==> config.mk <==
export PLATFORM = sky130hd
export DESIGN_NAME = rsq_top
export DESIGN_NICKNAME = d
export VERILOG_FILES = /design/src/hw/rsq_pkg.sv /design/src/hw/rsq_fetch_if.sv /design/src/hw/rsq_task.sv /design/src/hw/rsq_top.sv
export SDC_FILE = /design/constraint.sdc
export NUM_CORES = 1
export LEC_CHECK = 0
export BUFFER_PORTS_ARGS = -buffer_cell sky130_fd_sc_hd__buf_2
export CORE_UTILIZATION = 47
export DETAILED_ROUTE_END_ITERATION = 10
export PLACE_DENSITY_LB_ADDON = 0.25
export SLEW_MARGIN = 15
export SYNTH_ARGS = -nofsm -noshare
export SYNTH_HDL_FRONTEND = slang
export SYNTH_SLANG_ARGS = --single-unit
==> constraint.sdc <==
create_clock -name clk_i -period 10.1 [get_ports clk_i]
set_input_delay 1.01 -clock clk_i [delete_from_list [all_inputs] [get_ports clk_i]]
set_output_delay 1.01 -clock clk_i [all_outputs]
set_load 0.02 [all_outputs]
==> src/hw/rsq_pkg.sv <==
// Package for the register sequencer command interpreter: opcodes, fields, state codes
package rsq_pkg;
   // Command word layout
   localparam int unsigned OPC_HI = 31;
   localparam int unsigned OPC_LO = 28;
   localparam int unsigned OAN_BIT = 27;
   localparam int unsigned INV_BIT = 26;
   localparam int unsigned EVT_HI = 25;
   localparam int unsigned EVT_W = 26;
   localparam int unsigned SEC_W = 11;
   localparam int unsigned TASKS = 2;
   localparam int unsigned ADDR_STEP = 4;
   // Opcodes
   localparam logic [3:0] OP_CLR = 4'h0;
   localparam logic [3:0] OP_SET = 4'h1;
   localparam logic [3:0] OP_PAUSE = 4'h2;
   localparam logic [3:0] OP_LATE = 4'h3;
   localparam logic [3:0] OP_UPLD = 4'h4;
   localparam logic [3:0] OP_STOP = 4'h5;
   localparam logic [3:0] OP_IRQ = 4'h6;
   localparam logic [3:0] OP_JUMP = 4'h8;
   // Upper event bits all usable
   // Event mask: bit 7 unused, never counts as selected
   localparam logic [25:0] EVT_VALID = 26'h3FF_FF7F;
   // Upload section mask: bit 7 reserved
   localparam logic [10:0] SEC_VALID = 11'h77F;
   // Reset values
   localparam logic [31:0] PTR_RST = 32'h0000_0000;
   localparam logic [31:0] ZERO32 = 32'h0000_0000;
   localparam logic [25:0] EVT_ZERO = 26'h000_0000;
   // Sequencer state codes, one-hot
   typedef enum logic [4:0] {
      ST_IDLE = 5'b0_0001,
      ST_FETCH = 5'b0_0010,
      ST_EXEC = 5'b0_0100,
      ST_WAIT = 5'b0_1000,
      ST_JADDR = 5'b1_0000
   } rsq_state_t;
endpackage

==> src/hw/rsq_fetch_if.sv <==
// Fetch request and answer group between the top and one task engine
`timescale 1ns/1ps
interface rsq_fetch_if;
   logic req;
   logic [31:0] addr;
   logic ack;
   logic [31:0] data;
   modport task_mp (output req, output addr, input ack, input data);
   modport top_mp (input req, input addr, output ack, output data);
endinterface : rsq_fetch_if

==> src/hw/rsq_task.sv <==
// One sequencer task engine: fetch, decode, wait, and execute commands
`timescale 1ns/1ps
module rsq_task
   import rsq_pkg::*;
(
   input wire logic clk_i,
   input wire logic reset_i,
   input wire logic ce_i,
   input wire logic start_i,
   input wire logic [31:0] start_addr_i,
   input wire logic [31:0] timeout_i,
   input wire logic [25:0] evt_i,
   input wire logic vsync_i,
   input wire logic to_vsync_i,
   rsq_fetch_if.task_mp fetch,
   output logic enable_o,
   output logic [31:0] pointer_o,
   output logic to_pulse_o,
   output logic late_pulse_o,
   output logic irq_pulse_o,
   output logic upld_pulse_o,
   output logic [10:0] upld_sec_o,
   output logic set_pulse_o,
   output logic clr_pulse_o,
   output logic [25:0] sig_sel_o
);
   rsq_state_t state_ff;
   logic [31:0] cmd_ff;
   logic [31:0] to_cnt_ff;
   logic upld_after_ff;   // Late-check ends in an upload
   logic [25:0] sel;
   logic [25:0] hit;
   logic cond;
   logic none;
   logic tick;
   assign sel = cmd_ff[EVT_HI:0] & EVT_VALID;
   assign hit = evt_i & sel;
   assign none = (sel == EVT_ZERO);
   assign cond = (cmd_ff[OAN_BIT] ? (hit != EVT_ZERO) : (hit == sel)) ^ cmd_ff[INV_BIT];
   assign tick = to_vsync_i ? vsync_i : 1'b1;
   assign fetch.req = (state_ff == ST_FETCH) || (state_ff == ST_JADDR);
   assign fetch.addr = pointer_o;

   // Command sequencing
   always_ff @(posedge clk_i or posedge reset_i) begin
      if (reset_i) begin
         state_ff <= ST_IDLE;
         cmd_ff <= ZERO32;
         pointer_o <= PTR_RST;
         enable_o <= 1'b0;
         upld_after_ff <= 1'b0;
         to_cnt_ff <= ZERO32;
      end else if (ce_i) begin
         case (state_ff)
            ST_IDLE: begin
               if (start_i) begin
                  pointer_o <= start_addr_i;
                  enable_o <= 1'b1;
                  state_ff <= ST_FETCH;
               end
            end
            ST_FETCH: begin
               if (fetch.ack) begin
                  cmd_ff <= fetch.data;
                  pointer_o <= pointer_o + ADDR_STEP;
                  state_ff <= ST_EXEC;
               end
            end
            ST_EXEC: begin
               to_cnt_ff <= timeout_i;
               upld_after_ff <= 1'b0;
               case (cmd_ff[OPC_HI:OPC_LO])
                  OP_PAUSE: state_ff <= cond ? ST_FETCH : ST_WAIT;
                  OP_LATE: begin
                     if (cond) begin
                        state_ff <= ST_FETCH;
                     end else begin
                        upld_after_ff <= 1'b1;
                        state_ff <= ST_WAIT;
                     end
                  end
                  OP_STOP: begin
                     if (cond || none) begin
                        enable_o <= 1'b0;
                        state_ff <= ST_IDLE;
                     end else begin
                        state_ff <= ST_FETCH;
                     end
                  end
                  OP_JUMP: state_ff <= ST_JADDR;
                  default: state_ff <= ST_FETCH;
               endcase
            end
            ST_WAIT: begin
               if (cond) begin
                  state_ff <= ST_FETCH;
               end else if (tick) begin
                  if (to_cnt_ff == ZERO32) begin
                     enable_o <= 1'b0;
                     state_ff <= ST_IDLE;
                  end else begin
                     to_cnt_ff <= to_cnt_ff - 32'h0000_0001;
                  end
               end
            end
            ST_JADDR: begin
               if (fetch.ack) begin
                  pointer_o <= (cond || none) ? fetch.data : pointer_o + ADDR_STEP;
                  state_ff <= ST_FETCH;
               end
            end
            default: state_ff <= ST_IDLE;
         endcase
      end
   end

   // One-cycle event pulses to the top
   always_comb begin
      to_pulse_o = 1'b0;
      late_pulse_o = 1'b0;
      irq_pulse_o = 1'b0;
      upld_pulse_o = 1'b0;
      set_pulse_o = 1'b0;
      clr_pulse_o = 1'b0;
      upld_sec_o = cmd_ff[SEC_W-1:0] & SEC_VALID;
      sig_sel_o = sel;
      if (ce_i && state_ff == ST_EXEC) begin
         case (cmd_ff[OPC_HI:OPC_LO])
            OP_CLR: clr_pulse_o = 1'b1;
            OP_SET: set_pulse_o = 1'b1;
            OP_UPLD: upld_pulse_o = 1'b1;
            OP_LATE: late_pulse_o = cond;
            OP_IRQ: irq_pulse_o = cond;
            default: irq_pulse_o = 1'b0;
         endcase
      end else if (ce_i && state_ff == ST_WAIT && !cond && tick && to_cnt_ff == ZERO32) begin
         to_pulse_o = 1'b1;
      end else if (ce_i && state_ff == ST_WAIT && cond && upld_after_ff) begin
         upld_pulse_o = 1'b1;
      end
   end
endmodule // rsq_task

==> src/hw/rsq_top.sv <==
// Register sequencer command interpreter top: two tasks, fetch arbiter, flags
`timescale 1ns/1ps
module rsq_top
   import rsq_pkg::*;
(
   // Clock, reset, enable
   input wire logic clk_i,
   input wire logic reset_i,
   input wire logic ce_i,
   // Task control
   input wire logic [1:0] sequencer_task_start_i,
   input wire logic [31:0] start_addr0_i,
   input wire logic [31:0] start_addr1_i,
   input wire logic [31:0] timeout0_i,
   input wire logic [31:0] timeout1_i,
   input wire logic [1:0] timeout_vsync_i,
   input wire logic vsync_i,
   output logic [1:0] sequencer_task_enable_o,
   output logic [31:0] sequencer_command_pointer0_o,
   output logic [31:0] sequencer_command_pointer1_o,
   // Raw status events (real status bits)
   input wire logic [25:0] primary_status_word_i,
   // Task flags, cleared by writing ones, and the private event copy
   input wire logic [1:0] flag_clear_i,
   output logic [1:0] sequencer_timeout_flag_o,
   output logic [1:0] sequencer_late_flag_o,
   output logic [1:0] sequencer_irq_flag_o,
   output logic [25:0] event_copy_o,
   // Upload strobe to the shadow block
   output logic upload_o,
   output logic [10:0] upload_sections_o,
   // Memory fetch port
   output logic mem_req_o,
   output logic [31:0] mem_addr_o,
   input wire logic mem_ack_i,
   input wire logic [31:0] mem_data_i
);
   logic [25:0] prev_ff;   // Last raw status, for rising and falling edges
   logic [25:0] rise;
   logic [25:0] fall;
   logic [1:0] to_p, late_p, irq_p, up_p, set_p, clr_p;
   logic [10:0] sec [TASKS];
   logic [25:0] ssel [TASKS];
   logic [31:0] ptr [TASKS];
   logic [1:0] en;
   logic [1:0] req;
   logic [1:0] grant;
   logic owner_ff;         // Task holding the memory port
   logic busy_ff;

   rsq_fetch_if fif [TASKS] ();

   // One engine per task
   for (genvar t = 0; t < TASKS; t++) begin : g_task
      rsq_task u_task (
         .clk_i(clk_i),
         .reset_i(reset_i),
         .ce_i(ce_i),
         .start_i(sequencer_task_start_i[t]),
         .start_addr_i(t == 0 ? start_addr0_i : start_addr1_i),
         .timeout_i(t == 0 ? timeout0_i : timeout1_i),
         .evt_i(event_copy_o),
         .vsync_i(vsync_i),
         .to_vsync_i(timeout_vsync_i[t]),
         .fetch(fif[t]),
         .enable_o(en[t]),
         .pointer_o(ptr[t]),
         .to_pulse_o(to_p[t]),
         .late_pulse_o(late_p[t]),
         .irq_pulse_o(irq_p[t]),
         .upld_pulse_o(up_p[t]),
         .upld_sec_o(sec[t]),
         .set_pulse_o(set_p[t]),
         .clr_pulse_o(clr_p[t]),
         .sig_sel_o(ssel[t])
      );
      assign req[t] = fif[t].req;
      assign fif[t].ack = mem_ack_i && grant[t];
      assign fif[t].data = mem_data_i;
   end

   assign sequencer_task_enable_o = en;
   assign sequencer_command_pointer0_o = ptr[0];
   assign sequencer_command_pointer1_o = ptr[1];

   // Fetch arbiter: owner held until ack, task 0 wins a tie
   assign grant[0] = busy_ff ? !owner_ff : req[0];
   assign grant[1] = busy_ff ? owner_ff : (req[1] && !req[0]);
   assign mem_req_o = |req;
   assign mem_addr_o = grant[1] ? fif[1].addr : fif[0].addr;

   always_ff @(posedge clk_i or posedge reset_i) begin
      if (reset_i) begin
         busy_ff <= 1'b0;
         owner_ff <= 1'b0;
      end else if (ce_i) begin
         if (mem_ack_i) begin
            busy_ff <= 1'b0;
         end else if (!busy_ff && |req) begin
            busy_ff <= 1'b1;
            owner_ff <= !req[0];
         end
      end
   end

   assign rise = primary_status_word_i & ~prev_ff;
   assign fall = ~primary_status_word_i & prev_ff;

   // Private event copies: edges follow status, a set beats a fall, a rise beats a clear
   always_ff @(posedge clk_i or posedge reset_i) begin
      if (reset_i) begin
         prev_ff <= EVT_ZERO;
         event_copy_o <= EVT_ZERO;
      end else if (ce_i) begin
         prev_ff <= primary_status_word_i;
         // Private copy only; real rise wins over clear
         event_copy_o <= ((event_copy_o & ~fall
                          & ~(clr_p[0] ? ssel[0] : EVT_ZERO)
                          & ~(clr_p[1] ? ssel[1] : EVT_ZERO))
                          | (set_p[0] ? ssel[0] : EVT_ZERO)
                          | (set_p[1] ? ssel[1] : EVT_ZERO)
                          | rise) & EVT_VALID;
      end
   end

   // Sticky task flags: a new event wins over a clear
   always_ff @(posedge clk_i or posedge reset_i) begin
      if (reset_i) begin
         sequencer_timeout_flag_o <= 2'h0;
         sequencer_late_flag_o <= 2'h0;
         sequencer_irq_flag_o <= 2'h0;
      end else if (ce_i) begin
         sequencer_timeout_flag_o <= (sequencer_timeout_flag_o & ~flag_clear_i) | to_p;
         sequencer_late_flag_o <= (sequencer_late_flag_o & ~flag_clear_i) | late_p;
         sequencer_irq_flag_o <= (sequencer_irq_flag_o & ~flag_clear_i) | irq_p;
      end
   end

   always_ff @(posedge clk_i or posedge reset_i) begin
      if (reset_i) begin
         upload_o <= 1'b0;
         upload_sections_o <= 11'h000;
      end else if (ce_i) begin
         upload_o <= |up_p;
         upload_sections_o <= (up_p[0] ? sec[0] : 11'h000) | (up_p[1] ? sec[1] : 11'h000);
      end
   end
endmodule // rsq_top

==> impl_metrics.csv <==
group,metric,value,unit
synthesis,synthSimpleGateAreaFrac,0.1873,
synthesis,synth.top_cell.area_share,0.4088,
cts,h-tree-depth,1,
critical_path,r2r_setup_slack,6410,ps
critical_path,crit_end,"mem_addr_o[2]",
routing,ant_nets,0,
sta,fin_tns_setup,0,ps
routing,viasPerCell,6.491,
critical_path,cp-startpoint,"g_task[1].u_task.state_ff[1]",
floorplan,die_w,189.9,um
grt,grt_pass1_vias,16114,
floorplan,ios,340,
routing,wl_per_cell,23.97,um
synthesis,synth_compound_area_frac,0.2846,
status,status,"finished clean",
routing,routed_wl,64060,um
grt,grt_max_degree,132,
cts,clock_latency,600,ps
grt,busiest_layer,"met2",
finish,stdcell_area,19770,um2
sta,fmax,0.2141,GHz
cts,cts_buffers,30,
power,ir_drop,0.2579,mV
finish,final_nets,2388,
finish,syn2layout_area_growth,19.14,%
synthesis,synth_area_leader_cell,"dfrtp_1",
synthesis,synth_top_family_by_area,"compound AO/OA/AOI/OAI gates",
sta,rsz0062_at_grt,"false",
cts,clockBufferDepth,3,
synthesis,synthXorXnorAreaFrac,0.005279,
sta,tightest_slew,1118,ps
synthesis,yosysWarnings,0,
synthesis,synth_edf_count,0,
finish,fill_cells,3102,
synthesis,syn_avg_cell_area,8.663,um2
sta,fin_ws,5429,ps
synthesis,seq_area_frac_synth,0.4119,
synthesis,synth_adder_area_share,0.003017,
sta,clock_skew,37.22,ps
synthesis,synthFlopType,"dfrtp_1",
power,p_per_area,309.0,nW/um2
power,leakagePower,8.667,nW
placed_design,place_inst,2610,
floorplan,fp.coreArea,34630,um2
cts,path_clk_slew,60,ps
placed_design,dpl_cell_area,18540,um2
cts,ctsResizeCount,0,
sta,fin_crit_sh,0.4624,
routing,vias,17345,
synthesis,yosysUniqueCellTypes,86,
critical_path,critical_path.endpoint_type,"output pin",
grt,grt_use_met2,0.5517,
grt,grt-ovfl-total,0,
routing,first_pass_iters,7,
critical_path,r2r-end,"g_task[0].u_task.to_cnt_ff[5]",
cts,hold_buffers,0,
floorplan,placementRows,68,
cts,cts_setup_buffers,0,
cts,cts_tree,"built",
cts,cts_sinks,273,
routing,drcViolationCount,0,
placed_design,gp_congestion,0.9865,
synthesis,netlist_area,16590,um2
synthesis,synth_cells,1915,
grt,grt_pass1_wl,96630,um
cts,root_buffer,"clkbuf_16",
synthesis,synth_area_leaders,"dfrtp_1 41%, o21ai_0 5.8%, mux2_2 5.1%",
sta,slew_violations,0,
critical_path,cp-start-kind,"flip-flop",
sta,setup_viol_count_final,0,
grt,grt_util_met1,0.4543,
flow_run,drv_cap,0,
finish,finalNonFillerCells,2672,
critical_path,worst-path-max-fanout,45,
finish,drive_gt1_frac,0.2388,
critical_path,crit_type,"reg -> out",
sta,slew_headroom,0.2526,
synthesis,synth_seq_cells,273,
routing,drtIter0Drc,2165,
floorplan,initial_core_util,0.4791,
floorplan,die-area,36050,um2
finish,final_common_cell,"buf_2",
critical_path,required,9090,ps
worst_hold_path,hold_class,"reg -> reg",
synthesis,synthMuxAreaShare,0.05453,
grt,gr-usage-met3,0.07582,
critical_path,r2r-start,"g_task[0].u_task.cmd_ff[13]",
grt,antenna_found_initial,10,
sta,hold_viol_final,0,
sta,fin_crit,4671,ps
power,total_power,6.107,mW
floorplan,die_h,189.9,um
grt,gr-usage-all-layers,0.3494,
synthesis,ys_async_sr_fraction,1.000,
finish,final_cell_mix,"336 x buf_2, 271 x dfrtp_1, 191 x o21ai_0",
placed_design,port_buffers,336,
critical_path,cp.arrival,3660,ps
critical_path,reg2regPathDepth,8,
placed_design,dp_hpwl,45420,um
placed_design,dp_slack,6141,ps
[layout make-up]
| class | count | area (um2) | area share |
|---|---|---|---|
| Tap cell | 455 | 569.3 | 0.02880 |
| Antenna cell | 6 | 15.01 | 0.0007596 |
| Clock inverter | 21 | 409.1 | 0.02070 |
| Multi-Input combinational cell | 1433 | 8935 | 0.4520 |
| Sequential cell | 273 | 6834 | 0.3458 |
| Inverter | 89 | 341.6 | 0.01728 |
| Clock buffer | 35 | 799.5 | 0.04045 |
| Timing Repair Buffer | 360 | 1862 | 0.09420 |
[worst min-delay path by stage]
stage / cells past startpoint / slack (ps) / from / endpoint
floorplan: 2 / 450 / g_task[1].u_task.upld_after_ff / g_task[1].u_task.upld_after_ff
global placement: 1 / 470 / g_task[1].u_task.to_cnt_ff[24] / g_task[1].u_task.to_cnt_ff[24]
detailed placement: 2 / 470 / sequencer_late_flag_o[1] / sequencer_late_flag_o[1]
CTS: 2 / 480 / sequencer_late_flag_o[1] / sequencer_late_flag_o[1]
global route: 2 / 500 / sequencer_late_flag_o[0] / sequencer_late_flag_o[0]
finish: 2 / 480 / g_task[1].u_task.upld_after_ff / g_task[1].u_task.upld_after_ff
[cells in the mapped netlist, types with 7 or more instances]
cell         n
a21o_1      30
clkbuf_1    78
nand2b_1    21
a221oi_1    48
buf_2       26
mux2_2      75
a222oi_1    13
and3_1      18
nor4_1      29
or4_1        7
a31oi_1     15
nand4_1     18
a32oi_1     13
o2bb2ai_1   21
a32o_1       7
nor2b_1     26
nor2_1     144
nand3_1     61
inv_1       88
o22ai_1     32
nand3b_1     7
nor3_1      58
a21oi_1    154
o211ai_1     7
a22o_1       8
a221o_1     35
o21ai_1     24
and2_0       9
nand2_1    168
o21ai_0    191
and2_1      21
or3_1        8
dfrtp_1    271
a22oi_1     45
[worst max-delay path: stages, from the launching register on]
cell     delay, ps
dfrtp_1        450
nor3_1         280
and3b_1        720
nor2_2          70
o31a_2         660
o21ai_0        600
buf_2          270
[flip-flops by register name, summed over array words and instances, names as in the netlist, 2 cells and up]
register and flops:
sequencer_late_flag_o 2, g_task.u_task.state_ff 10, g_task.u_task.upld_after_ff 2, g_task.u_task.cmd_ff 62, sequencer_irq_flag_o 2, g_task.u_task.enable_o 2, g_task.u_task.to_cnt_ff 64, g_task.u_task.fetch.addr 64
sequencer_timeout_flag_o 2, upload_sections_o 10, event_copy_o 25, prev_ff 25
[where the power goes]
| group | internal (mW) | switching (mW) | total [mW] |
|---|---|---|---|
| Clock | 0.849 | 0.502 | 1.35 |
| Combinational | 0.947 | 1.52 | 2.47 |
| Sequential | 1.50 | 0.786 | 2.29 |
[through the flow]
| stage | hold WS, ps | util |
|---|---|---|
| 2_1_floorplan | 449.5 | - |
| 3_3_place_gp | 465.4 | 0.5354 |
| 3_5_place_dp | 468.5 | 0.5354 |
| 4_1_cts | 482.0 | 0.5704 |
| 5_1_grt | 504.3 | 0.5705 |
| 6_report | 477.9 | 0.5708 |
[routing by layer]
layer  vias to the layer above  part of all wire
li1                       7742                 -
met1                      8410              0.39
met2                       995              0.46
met3                       190              0.10
met4                         8             0.054
met5                         -           0.00092
[cell families (layout without fill, tap and decap cells)]
group           Yosys count  in the layout
compound gates          709            709
xor+xnor                 10             10
fa+ha+maj                 4              4
buf+inv                 210            505
flops                   273            273
mux                      81             81
other cells               1              8
simple gates            627            627
No activity file was read; power rests on OpenSTA's default activity.
